[src/pkg/nov_params.svh]
// Function
// - residual is one third of phase sum
// - full earth fault reads 100 percent nominal
// - fundamental magnitudes refreshed every 5 ms
// - static input select, four choices
// - aux channels only in residual mode
// - force status gated by global enable
// - select and force ignore setting groups
// - pick up when measured exceeds threshold
// - release below 97 percent of threshold
// - threshold in 0.01 percent, default 20
// - threshold and timing from active group
// - unselected falls back or reports none
// - report measured to threshold ratio
// - report time remaining to trip
// - report expected time, inverse recomputed
// - block sampled per tick, raises blocked
// - fixed delay 5 ms steps, default 40 ms
// - inverse time dial over ratio power minus one
`ifndef NOV_PARAMS_SVH
`define NOV_PARAMS_SVH
`define NOV_CLK_HZ 20000000
`define NOV_TICK_US 5000
`define NOV_STEP_MS 5
`define NOV_DIAL_STEP_MS 10
`define NOV_MAX_TIME_MS 1800000
`define NOV_HYST_PCT 97
`define NOV_PCT_SCALE 100
`define NOV_THIRD_MUL 16'h5555
`define NOV_THIRD_SH 16
`define NOV_Q 8
`define NOV_SAT24 24'hffffff
`define NOV_REG_CTRL 5'h00
`define NOV_REG_IST 5'h01
`define NOV_REG_IMSK 5'h02
`define NOV_REG_STAT 5'h03
`define NOV_REG_RELDLY 5'h04
`define NOV_REG_RATIO 5'h05
`define NOV_REG_EXPT 5'h06
`define NOV_REG_REMAIN 5'h07
`define NOV_REG_MEAS 5'h08
`define NOV_REG_GRP0 5'h09
`define NOV_GRP_STRIDE 5'h04
`define NOV_GF_THR 5'h00
`define NOV_GF_DLY 5'h01
`define NOV_GF_DIAL 5'h02
`define NOV_GF_MULT 5'h03
`define NOV_CTL_SEL 1:0
`define NOV_CTL_FORCE 3:2
`define NOV_CTL_AUXA 4
`define NOV_CTL_AUXB 5
`define NOV_CTL_LN 6
`define NOV_CTL_GRP 7
`define NOV_CTL_RELEN 8
`define NOV_CTL_W 9
`define NOV_CTL_RST 9'h140
`define NOV_EV_START 0
`define NOV_EV_TRIP 1
`define NOV_EV_BLK 2
`define NOV_EV_W 3
`define NOV_THR_RST 16'h07d0
`define NOV_DLY_RST 19'h00008
`define NOV_DIAL_RST 16'h0005
`define NOV_MULT_RST 16'h0064
`define NOV_RELDLY_RST 15'h000c
`endif

[src/pkg/nov_pkg.sv]
package nov_pkg;
  typedef enum logic [1:0] {NOV_SRC_NONE, NOV_SRC_CALC, NOV_SRC_AUXA, NOV_SRC_AUXB} nov_src_type;
  typedef enum logic [1:0] {NOV_FRC_NORMAL, NOV_FRC_START, NOV_FRC_TRIP, NOV_FRC_BLOCKED}
    nov_force_type;
  typedef enum logic [2:0] {NOV_SQ_IDLE, NOV_SQ_RDIV, NOV_SQ_POW, NOV_SQ_TDIV, NOV_SQ_EVAL}
    nov_seq_type;
endpackage

[src/hdl/nov_stage.sv]
`timescale 1ns/10ps
`default_nettype none
`include "nov_params.svh"
module nov_stage #(
  parameter int TICK_CYC = `NOV_CLK_HZ / 1000000 * `NOV_TICK_US,
  parameter int NGRP = 2
) (
  input wire logic clk,
  input wire logic rst_n,
  input wire logic signed [15:0] phaseOneRe,
  input wire logic signed [15:0] phaseOneIm,
  input wire logic signed [15:0] phaseTwoRe,
  input wire logic signed [15:0] phaseTwoIm,
  input wire logic signed [15:0] phaseThreeRe,
  input wire logic signed [15:0] phaseThreeIm,
  input wire logic [15:0] auxResidualA,
  input wire logic [15:0] auxResidualB,
  input wire logic blockIn,
  input wire logic forceGlobalEn,
  input wire logic [4:0] regAddr,
  input wire logic [31:0] regWdata,
  input wire logic regWr,
  input wire logic regRd,
  output logic [31:0] regRdata,
  output logic startOut,
  output logic tripOut,
  output logic blockedOut,
  output nov_pkg::nov_src_type measNow,
  output logic irq
);
  localparam int TW = $clog2(TICK_CYC + 1);
  localparam logic [18:0] MAXT = 19'(`NOV_MAX_TIME_MS / `NOV_STEP_MS);
  localparam logic [4:0] DIALX = 5'(`NOV_DIAL_STEP_MS / `NOV_STEP_MS);
  localparam logic [24:0] QONE = 25'(1 << `NOV_Q);

  // 5 ms processing tick
  logic [TW-1:0] tickCnt_r;
  wire tickWrap = (tickCnt_r == TW'(TICK_CYC - 1));
  always_ff @(posedge clk or negedge rst_n) begin
    if (!rst_n) begin
      tickCnt_r <= '0;
    end else begin
      tickCnt_r <= tickWrap ? '0 : tickCnt_r + 1'b1;
    end
  end

  // register file: control bits are held outside the groups
  logic [`NOV_CTL_W-1:0] ctrl_r;
  logic [`NOV_EV_W-1:0] ist_r;
  logic [`NOV_EV_W-1:0] imsk_r;
  logic [14:0] relDly_r;
  logic [15:0] thr_r [NGRP];
  logic [18:0] dly_r [NGRP];
  logic [15:0] dial_r [NGRP];
  logic [15:0] mult_r [NGRP];
  wire wrCtrl = regWr && (regAddr == `NOV_REG_CTRL);
  wire wrIst = regWr && (regAddr == `NOV_REG_IST);
  wire wrImsk = regWr && (regAddr == `NOV_REG_IMSK);
  wire wrRel = regWr && (regAddr == `NOV_REG_RELDLY);
  always_ff @(posedge clk or negedge rst_n) begin
    if (!rst_n) begin
      ctrl_r <= `NOV_CTL_RST;
      imsk_r <= '0;
      relDly_r <= `NOV_RELDLY_RST;
    end else begin
      if (wrCtrl) ctrl_r <= regWdata[`NOV_CTL_W-1:0];
      if (wrImsk) imsk_r <= regWdata[`NOV_EV_W-1:0];
      if (wrRel) relDly_r <= regWdata[14:0];
    end
  end

  genvar g;
  generate
    for (g = 0; g < NGRP; g++) begin : gGrp
      wire [4:0] base = 5'(`NOV_REG_GRP0 + g * `NOV_GRP_STRIDE);
      wire wrThr = regWr && (regAddr == base + `NOV_GF_THR);
      wire wrDly = regWr && (regAddr == base + `NOV_GF_DLY);
      wire wrDial = regWr && (regAddr == base + `NOV_GF_DIAL);
      wire wrMult = regWr && (regAddr == base + `NOV_GF_MULT);
      always_ff @(posedge clk or negedge rst_n) begin
        if (!rst_n) begin
          thr_r[g] <= `NOV_THR_RST;
          dly_r[g] <= `NOV_DLY_RST;
          dial_r[g] <= `NOV_DIAL_RST;
          mult_r[g] <= `NOV_MULT_RST;
        end else begin
          if (wrThr) thr_r[g] <= regWdata[15:0];
          if (wrDly) dly_r[g] <= regWdata[18:0];
          if (wrDial) dial_r[g] <= regWdata[15:0];
          if (wrMult) mult_r[g] <= regWdata[15:0];
        end
      end
    end
  endgenerate

  wire grpSel = ctrl_r[`NOV_CTL_GRP];
  wire [15:0] thrRaw = thr_r[grpSel];
  wire [15:0] thrAct = (thrRaw == 16'h0000) ? 16'h0001 : thrRaw;
  wire [18:0] dlyAct = dly_r[grpSel];
  wire [15:0] dialAct = dial_r[grpSel];
  wire [15:0] multAct = mult_r[grpSel];
  wire relEn = ctrl_r[`NOV_CTL_RELEN];

  wire signed [17:0] sumRe = 18'(phaseOneRe) + 18'(phaseTwoRe) + 18'(phaseThreeRe);
  wire signed [17:0] sumIm = 18'(phaseOneIm) + 18'(phaseTwoIm) + 18'(phaseThreeIm);
  wire [17:0] absRe = sumRe[17] ? 18'(-sumRe) : 18'(sumRe);
  wire [17:0] absIm = sumIm[17] ? 18'(-sumIm) : 18'(sumIm);
  wire [17:0] mx = (absRe > absIm) ? absRe : absIm;
  wire [17:0] mn = (absRe > absIm) ? absIm : absRe;
  // magnitude by max plus 3/8 min, within a few percent, avoids a root
  wire [18:0] sumMag = 19'(mx) + 19'(mn >> 2) + 19'(mn >> 3);
  wire [34:0] thirdProd = 35'(sumMag) * 35'(`NOV_THIRD_MUL);
  // units of 0.01 % so a full fault reads 10000
  wire [18:0] calcRes = thirdProd[`NOV_THIRD_SH +: 19];
  wire [15:0] calcSat = (calcRes[18:16] != 3'h0) ? 16'hffff : calcRes[15:0];

  wire [1:0] selField = ctrl_r[`NOV_CTL_SEL];
  wire lnConn = ctrl_r[`NOV_CTL_LN];
  // aux only when channel set to residual mode
  wire auxAOk = ctrl_r[`NOV_CTL_AUXA];
  wire auxBOk = ctrl_r[`NOV_CTL_AUXB];
  wire nov_pkg::nov_src_type dfltSrc = lnConn ? nov_pkg::NOV_SRC_CALC :
    auxAOk ? nov_pkg::NOV_SRC_AUXA : auxBOk ? nov_pkg::NOV_SRC_AUXB : nov_pkg::NOV_SRC_NONE;
  wire nov_pkg::nov_src_type srcSel =
    (selField == 2'h1 && lnConn) ? nov_pkg::NOV_SRC_CALC :
    (selField == 2'h2 && auxAOk) ? nov_pkg::NOV_SRC_AUXA :
    (selField == 2'h3 && auxBOk) ? nov_pkg::NOV_SRC_AUXB : dfltSrc;
  wire [15:0] measSel = (srcSel == nov_pkg::NOV_SRC_CALC) ? calcSat :
    (srcSel == nov_pkg::NOV_SRC_AUXA) ? auxResidualA :
    (srcSel == nov_pkg::NOV_SRC_AUXB) ? auxResidualB : 16'h0000;

  // per-tick sequencer
  nov_pkg::nov_seq_type seq_r;
  logic [15:0] meas_r;
  nov_pkg::nov_src_type src_r;
  logic blkS_r;
  logic [23:0] r8_r;
  logic [23:0] pow_r;
  logic [6:0] powCnt_r;
  logic [18:0] inverse_time_mode_r;
  wire divDone0;
  wire divDone1;
  wire [31:0] quo0;
  wire [31:0] quo1;
  wire startR0 = (seq_r == nov_pkg::NOV_SQ_IDLE) && tickWrap;
  wire [6:0] aInt = (multAct < 16'd200) ? 7'h01 : 7'(multAct / 16'd100);
  wire [47:0] powProd = 48'(pow_r) * 48'(r8_r);
  wire [39:0] powSh = powProd[`NOV_Q +: 40];
  wire [23:0] powNxt = (powSh[39:24] != 16'h0) ? `NOV_SAT24 : powSh[23:0];
  wire powDone = (seq_r == nov_pkg::NOV_SQ_POW) && (powCnt_r == 7'h00);
  wire powAbove = (25'(pow_r) > QONE);
  wire startR1 = powDone && powAbove;
  wire [31:0] num1 = 32'(32'(dialAct) * 32'(DIALX)) << `NOV_Q;
  wire [31:0] den1 = 32'(25'(pow_r) - QONE);

  nov_divider #(.W(32)) uRatio (
    .clk(clk),
    .rst_n(rst_n),
    .startDiv(startR0),
    .numIn(32'(measSel) << `NOV_Q),
    .denIn(32'(thrAct)),
    .doneOut(divDone0),
    .quoOut(quo0)
  );
  nov_divider #(.W(32)) uTime (
    .clk(clk),
    .rst_n(rst_n),
    .startDiv(startR1),
    .numIn(num1),
    .denIn(den1),
    .doneOut(divDone1),
    .quoOut(quo1)
  );

  always_ff @(posedge clk or negedge rst_n) begin
    if (!rst_n) begin
      seq_r <= nov_pkg::NOV_SQ_IDLE;
      meas_r <= '0;
      src_r <= nov_pkg::NOV_SRC_NONE;
      blkS_r <= 1'b0;
      r8_r <= '0;
      pow_r <= '0;
      powCnt_r <= '0;
      inverse_time_mode_r <= '0;
    end else begin
      unique case (seq_r)
        nov_pkg::NOV_SQ_IDLE: if (tickWrap) begin
          meas_r <= measSel;
          src_r <= srcSel;
          blkS_r <= blockIn;
          seq_r <= nov_pkg::NOV_SQ_RDIV;
        end
        nov_pkg::NOV_SQ_RDIV: if (divDone0) begin
          r8_r <= (quo0[31:24] != 8'h0) ? `NOV_SAT24 : quo0[23:0];
          pow_r <= (quo0[31:24] != 8'h0) ? `NOV_SAT24 : quo0[23:0];
          powCnt_r <= aInt - 7'h01;
          seq_r <= nov_pkg::NOV_SQ_POW;
        end
        nov_pkg::NOV_SQ_POW: begin
          if (powCnt_r != 7'h00) begin
            pow_r <= powNxt;
            powCnt_r <= powCnt_r - 7'h01;
          end else if (powAbove) begin
            seq_r <= nov_pkg::NOV_SQ_TDIV;
          end else begin
            inverse_time_mode_r <= MAXT;
            seq_r <= nov_pkg::NOV_SQ_EVAL;
          end
        end
        // dial over ratio power minus one
        nov_pkg::NOV_SQ_TDIV: if (divDone1) begin
          inverse_time_mode_r <= (quo1 > 32'(MAXT)) ? MAXT : quo1[18:0];
          seq_r <= nov_pkg::NOV_SQ_EVAL;
        end
        nov_pkg::NOV_SQ_EVAL: seq_r <= nov_pkg::NOV_SQ_IDLE;
        default: seq_r <= nov_pkg::NOV_SQ_IDLE;
      endcase
    end
  end

  // protection state, updated in the eval cycle only
  wire evalNow = (seq_r == nov_pkg::NOV_SQ_EVAL);
  logic pick_r;
  logic start_r;
  logic trip_r;
  logic blk_r;
  logic [18:0] opCnt_r;
  logic [14:0] relCnt_r;
  logic [15:0] ratio_r;
  logic [18:0] expT_r;
  wire [18:0] expT = expT_r;
  logic selIdmt_r;
  wire dlyTypeIdmt = (multAct != 16'h0000) && selIdmt_r;
  wire [18:0] expNow = dlyTypeIdmt ? inverse_time_mode_r : dlyAct;
  wire pickOn = (meas_r > thrAct);
  wire pickOff = (24'(meas_r) * 24'(`NOV_PCT_SCALE)) < (24'(thrAct) * 24'(`NOV_HYST_PCT));
  wire pickNxt = (src_r != nov_pkg::NOV_SRC_NONE) && (pick_r ? !pickOff : pickOn);
  wire [18:0] opNew = start_r ? opCnt_r + 19'h1 : 19'h0;
  wire [31:0] ratioW = 32'(r8_r) * 32'(`NOV_PCT_SCALE);
  wire [23:0] ratioQ = ratioW[`NOV_Q +: 24];
  always_ff @(posedge clk or negedge rst_n) begin
    if (!rst_n) begin
      pick_r <= 1'b0;
      start_r <= 1'b0;
      trip_r <= 1'b0;
      blk_r <= 1'b0;
      opCnt_r <= '0;
      relCnt_r <= '0;
      ratio_r <= '0;
      expT_r <= '0;
      selIdmt_r <= 1'b0;
    end else if (evalNow) begin
      selIdmt_r <= ctrl_r[`NOV_CTL_W-1];
      pick_r <= pickNxt;
      ratio_r <= (ratioQ[23:16] != 8'h0) ? 16'hffff : ratioQ[15:0];
      expT_r <= expNow;
      if (pickNxt && blkS_r) begin
        blk_r <= 1'b1;
        start_r <= 1'b0;
        trip_r <= 1'b0;
        opCnt_r <= '0;
        relCnt_r <= '0;
      end else if (pickNxt) begin
        blk_r <= 1'b0;
        start_r <= 1'b1;
        opCnt_r <= opNew;
        relCnt_r <= '0;
        trip_r <= (opNew >= expNow);
      end else begin
        blk_r <= 1'b0;
        trip_r <= 1'b0;
        if (start_r && relEn && relCnt_r == 15'h0 && pick_r) begin
          relCnt_r <= relDly_r;
          start_r <= (relDly_r != 15'h0);
        end else if (relCnt_r > 15'h1) begin
          relCnt_r <= relCnt_r - 15'h1;
        end else begin
          relCnt_r <= '0;
          start_r <= 1'b0;
          opCnt_r <= '0;
        end
      end
    end
  end

  wire signed [19:0] remain = start_r ? 20'(expT) - 20'(opCnt_r) : 20'sh00000;

  wire nov_pkg::nov_force_type frc = nov_pkg::nov_force_type'(ctrl_r[`NOV_CTL_FORCE]);
  wire frcAct = forceGlobalEn && (frc != nov_pkg::NOV_FRC_NORMAL);
  wire stNow = frcAct ? (frc == nov_pkg::NOV_FRC_START) : start_r;
  wire trNow = frcAct ? (frc == nov_pkg::NOV_FRC_TRIP) : trip_r;
  wire bkNow = frcAct ? (frc == nov_pkg::NOV_FRC_BLOCKED) : blk_r;
  logic stQ_r;
  logic trQ_r;
  logic bkQ_r;
  wire [`NOV_EV_W-1:0] evRise = {bkNow & ~bkQ_r, trNow & ~trQ_r, stNow & ~stQ_r};
  // set beats a write-one clear in the same cycle
  wire [`NOV_EV_W-1:0] istNxt =
    (ist_r & ~(wrIst ? regWdata[`NOV_EV_W-1:0] : '0)) | evRise;
  always_ff @(posedge clk or negedge rst_n) begin
    if (!rst_n) begin
      stQ_r <= 1'b0;
      trQ_r <= 1'b0;
      bkQ_r <= 1'b0;
      ist_r <= '0;
    end else begin
      stQ_r <= stNow;
      trQ_r <= trNow;
      bkQ_r <= bkNow;
      ist_r <= istNxt;
    end
  end
  assign startOut = stQ_r;
  assign tripOut = trQ_r;
  assign blockedOut = bkQ_r;
  assign measNow = src_r;
  assign irq = |(ist_r & imsk_r);

  // read mux
  wire [4:0] gOff = regAddr - `NOV_REG_GRP0;
  wire gHit = (regAddr >= `NOV_REG_GRP0) &&
    (gOff < 5'(NGRP * `NOV_GRP_STRIDE));
  wire gIdx = gOff[2];
  wire [31:0] grpRd = (gOff[1:0] == 2'h0) ? 32'(thr_r[gIdx]) :
    (gOff[1:0] == 2'h1) ? 32'(dly_r[gIdx]) :
    (gOff[1:0] == 2'h2) ? 32'(dial_r[gIdx]) : 32'(mult_r[gIdx]);
  wire [31:0] statRd = {26'h0, src_r, pick_r, bkQ_r, trQ_r, stQ_r};
  wire [31:0] rdMux =
    (regAddr == `NOV_REG_CTRL) ? 32'(ctrl_r) :
    (regAddr == `NOV_REG_IST) ? 32'(ist_r) :
    (regAddr == `NOV_REG_IMSK) ? 32'(imsk_r) :
    (regAddr == `NOV_REG_STAT) ? statRd :
    (regAddr == `NOV_REG_RELDLY) ? 32'(relDly_r) :
    (regAddr == `NOV_REG_RATIO) ? 32'(ratio_r) :
    (regAddr == `NOV_REG_EXPT) ? 32'(expT) :
    (regAddr == `NOV_REG_REMAIN) ? 32'(remain) :
    (regAddr == `NOV_REG_MEAS) ? 32'(meas_r) :
    gHit ? grpRd : 32'h0000_0000;
  logic [31:0] rdata_r;
  always_ff @(posedge clk or negedge rst_n) begin
    if (!rst_n) begin
      rdata_r <= '0;
    end else begin
      rdata_r <= regRd ? rdMux : '0;
    end
  end
  assign regRdata = rdata_r;
endmodule
`default_nettype wire

[src/hdl/nov_divider.sv]
`timescale 1ns/10ps
`default_nettype none
module nov_divider #(
  parameter int W = 32
) (
  input wire logic clk,
  input wire logic rst_n,
  input wire logic startDiv,
  input wire logic [W-1:0] numIn,
  input wire logic [W-1:0] denIn,
  output logic doneOut,
  output logic [W-1:0] quoOut
);
  localparam int CW = $clog2(W + 1);
  logic [W:0] rem_r;
  logic [W-1:0] quo_r;
  logic [W-1:0] den_r;
  logic [CW-1:0] cnt_r;
  logic busy_r;
  logic done_r;
  wire [W:0] shRem = {rem_r[W-1:0], quo_r[W-1]};
  wire [W:0] diff = shRem - {1'b0, den_r};
  wire take = ~diff[W];
  // zero divisor yields all ones, which callers treat as saturation
  always_ff @(posedge clk or negedge rst_n) begin
    if (!rst_n) begin
      rem_r <= '0;
      quo_r <= '0;
      den_r <= '0;
      cnt_r <= '0;
      busy_r <= 1'b0;
      done_r <= 1'b0;
    end else if (startDiv) begin
      rem_r <= '0;
      quo_r <= numIn;
      den_r <= denIn;
      cnt_r <= CW'(W);
      busy_r <= 1'b1;
      done_r <= 1'b0;
    end else if (busy_r) begin
      rem_r <= take ? diff : shRem;
      quo_r <= {quo_r[W-2:0], take};
      cnt_r <= cnt_r - 1'b1;
      busy_r <= (cnt_r != CW'(1));
      done_r <= (cnt_r == CW'(1));
    end else begin
      done_r <= 1'b0;
    end
  end
  assign doneOut = done_r;
  assign quoOut = quo_r;
endmodule
`default_nettype wire

[config.mk]
export PLATFORM = sky130hd
export DESIGN_NAME = nov_stage
export DESIGN_NICKNAME = d
export VERILOG_FILES = /design/src/pkg/nov_pkg.sv /design/src/hdl/nov_stage.sv /design/src/hdl/nov_divider.sv
export VERILOG_INCLUDE_DIRS = /design/src /design/src/pkg
export SDC_FILE = /design/constraint.sdc
export NUM_CORES = 2
export LEC_CHECK = 0
export BUFFER_PORTS_ARGS = -buffer_cell sky130_fd_sc_hd__buf_2
export CORE_ASPECT_RATIO = 0.8
export CORE_UTILIZATION = 66
export CTS_BUF_LIST = sky130_fd_sc_hd__clkbuf_8
export DETAILED_ROUTE_END_ITERATION = 7
export MAX_ROUTING_LAYER = met4
export PLACE_DENSITY = 0.94
export SETUP_SLACK_MARGIN = 0.02
export SKIP_LAST_GASP = 1
export SLEW_MARGIN = 20
export SYNTH_ARGS = -nofsm -noshare
export SYNTH_HDL_FRONTEND = slang
export SYNTH_SLANG_ARGS = --single-unit
export TNS_END_PERCENT = 1
[constraint.sdc]
create_clock -name clk -period 9.65 [get_ports clk]
set_input_delay 0.4825 -clock clk [delete_from_list [all_inputs] [get_ports clk]]
set_output_delay 0.4825 -clock clk [all_outputs]
set_load 0.05 [all_outputs]
==> impl_metrics.toml <==
[synthesis]
synthTopCellsByCount = "sky130_fd_sc_hd__inv_1 (1,083), sky130_fd_sc_hd__ha_1 (695), sky130_fd_sc_hd__fa_1 (658), sky130_fd_sc_hd__nand2_1 (578), sky130_fd_sc_hd__dfrtp_1 (531)"
synth_sequential_area_ratio_pct = 21.72
asyncSetResetFlopFracSynth_pct = 100.0
synthesis.instances = 6950
post-synth-top-area-fraction_pct = 20.58
ys.warnings.count = 0
synth_fp_nets = 8474
synth.area.top_cells = "sky130_fd_sc_hd__dfrtp_1 (21%), sky130_fd_sc_hd__fa_1 (20%), sky130_fd_sc_hd__ha_1 (13%), sky130_fd_sc_hd__inv_1 (6.3%), sky130_fd_sc_hd__nand2_1 (3.4%)"
synth_area_leader_cell = "sky130_fd_sc_hd__dfrtp_1"
post_synth_num_cell_types = 110
post-synth-top-count-cell = "sky130_fd_sc_hd__inv_1"
synth-edff-count = 0
cell_area_after_technology_mapping_um2 = 64570
syn-mean-instance-area_um2 = 9.290
dominantRegCellSynth = "sky130_fd_sc_hd__dfrtp_1"
synth.ff_latch_count = 559

[sta]
fmax_mhz = 65.85
finalSetupViolations = 82
post-route-period-util_pct = 157.4
slew_viol_final = 0
clock-skew-final_ns = 0.06862
worst_slew_pin_slew_ns = 1.145
maxSlewHeadroom_pct = 23.66
final_critical_path_setup_slack_ns = -5.536
hold_viol_final = 0
grt_setup_unrepaired = "yes"
final.min_clock_period_ns = 15.19

[setup_path]
ff2ff_path_depth = 33
crit_top_cell = "sky130_fd_sc_hd__buf_4"
setup.reg_to_reg.worst_slack_ns = -0.47
slowest_delay_ns = 0.72
critical_path.endpoint = "uRatio.quoOut[14]"
crit_cells = 76
crit_path_launch = "phaseThreeIm[1]"
arrival_time_at_the_worst_endpoint_ns = 15.85
regToRegStartpoint = "ctrl_r[7]"
critical_path.reg2reg.endpoint = "opCnt_r[16]"
cp-start-kind = "primary input"
endpoint_kind = "flop"
worst-endpoint-required_ns = 10.31
critPathMaxFanout = 8
timing.critical_path.buf_inv = 24
critical_path_class = "primary input to flop"
slowest_stage = "sky130_fd_sc_hd__or4b_2"
cp_top_family = "adder cells"

[status]
status = "finished, violations left"
failed_checks = "DRC, setup timing"

[finish]
post_route_cells_drive_above_1_share_pct = 15.76
area_of_the_multi_input_gates_um2 = 45830
layout.area.seq_um2 = 14030
fillerInstances = 5779
nNetsFinal = 8873
finalInstanceArea_um2 = 71830
layout.core_utilization_pct = 74.15
areaGrowthSynthToFinish_pct = 11.25

[routing]
initialDrtViolationCount = 7539
postRouteWirelength_mm = 206.8
via_count = 57300
antenna_violating_nets_post_route = 0
drt-wirelength-per-cell_um = 23.64
routed_via_density = 6.551
post-route-drc-count = 71
dr.pass1.iters = 8

[job]
cap_violations = 0

[cts]
clk_path_buf_depth = 3
clock_sinks = 559
path_clk_slew_ns = 0.08
clock_latency_ns = 0.75
clock-root-buffer = "sky130_fd_sc_hd__clkbuf_8"
tritoncts.num_buffers = 85
tritoncts = "yes"
htree_levels = 3

[floorplan]
start_util_pct = 66.66
core_area_um2 = 96870
ios = 209
die_width_um = 351.7
chipHeight_um = 281.8
floorplan.die_area_um2 = 99090
core.rowCount = 102

[hold_path]
worstHoldPathType = "primary input to flop"

[placement]
io_buffers = 195
placed_area_um2 = 69280
finalWeightedCongestion = 1.038
detailedPlacementHpwl_mm = 147.5

[global_route]
grt_max_degree = 162
gr-usage-all-layers_pct = 42.82
total_grt_overflow = 0
number_of_antenna_violations_at_the_first_check_in_global_routing = 16
global_route_wire_length_before_repair_mm = 320.2
vias_in_the_first_global_route = 59450
[per-layer routing]
metal  share of wire (%)  vias up  global-route usage, %
met4                 7.2        0                  22.62
met1                  35    27470                  50.97
met3                  14     1462                  15.58
li1                    -    23910                      -
met5                   0        -                      -
met2                  44     4466                  63.51
[cells by family (layout without fill, tap and decap cells)]
kind of cell	after synthesis	after routing	share of synthesized area, %
AO/OA/AOI/OAI	1190	1190	12.17
XOR/XNOR	269	269	3.661
adder cells (fa/ha/maj)	1355	1355	33.90
buffers and inverters	1414	1886	8.331
flip-flops	559	559	21.72
multiplexers	409	409	7.073
other	0	26	0
AND/OR/NAND/NOR	1754	1754	13.14
[flip-flops by register name, indices dropped and copies added (netlist names), 17 cells and up]
name	flops
inverse_time_mode_r	19
uTime.rem_r	32
regRdata	20
mult_r	32
dly_r	38
uTime.quoOut	32
r8_r	24
pow_r	24
thr_r	32
tickCnt_r	17
opCnt_r	19
expT	19
uRatio.rem_r	32
uRatio.quoOut	32
uTime.den_r	25
dial_r	32
[stage by stage]
step                      TNS [ns]  std cells  worst slack [ns]  hold slack (ns)
after floorplan            -135.47       6950            -4.347           0.1869
after global placement     -148.92       8510            -4.744           0.4560
after detailed placement   -176.45       8510            -5.642           0.4656
after CTS                  -137.91       8702            -4.363         0.008537
after global routing       -206.61       8742            -5.826          0.03084
final                      -184.38       8748            -5.536          0.01566
[cells in the final DEF, fill, tap and decap left out, drive strengths merged, types with 22 or more instances in the layout]
cell type / count
o21ai: 269
o31ai: 22
o21bai: 73
xnor2: 200
a211oi: 119
dfrtp: 531
diode: 26
mux2i: 212
xor2: 69
a21oi: 281
nand4: 33
nor3: 98
nand2b: 44
nand2: 578
and2: 288
clkbuf: 103
nor2b: 93
inv: 1122
ha: 695
mux2: 179
a22o: 28
or3: 31
a21o: 53
or2: 24
a21boi: 27
a22oi: 22
o22ai: 27
nand3: 61
fa: 658
dfstp: 28
nor4: 42
buf: 638
nor2: 392
and3: 22
o21a: 31
a31oi: 67
[how the worst min path moves through the flow]
| stage | start | end | slack (ns) | cells past startpoint |
|---|---|---|---|---|
| after floorplan | rst_n | blkS_r | 0.19 | 0 |
| after global placement | opCnt_r[18] | opCnt_r[18] | 0.46 | 2 |
| after detailed placement | opCnt_r[18] | opCnt_r[18] | 0.47 | 2 |
| after CTS | regWdata[16] | dly_r[35] | 0.009 | 2 |
| after global routing | regWdata[17] | dly_r[17] | 0.03 | 2 |
| final | regWdata[16] | dly_r[35] | 0.02 | 2 |
[area by class of cell]
| type | instances | area share, % |
|---|---|---|
| Antenna cell | 26 | 0.09058 |
| Clock buffer | 103 | 1.974 |
| Clock inverter | 57 | 0.4163 |
| Inverter | 1085 | 5.670 |
| Multi-Input combinational cell | 4977 | 63.81 |
| Sequential cell | 559 | 19.54 |
| Tap cell | 1300 | 2.264 |
| Timing Repair Buffer | 641 | 6.238 |
[repair_timing]
| action | 4_1_cts | 5_1_grt |
|---|---|---|
| hold buffers | 3 | 0 |
| endpoints found under the hold margin | 108 | 0 |
| pin swaps | 36 | 57 |
| setup buffers | 28 | 20 |
| setup endpoints to repair | 32 | 84 |
| gates resized for setup | 42 | 21 |
| cloned | 1 | 0 |
Power is left out: the tool's default activity adds up to more than one toggle a clock period on the data nets, which glitch-free logic cannot reach.
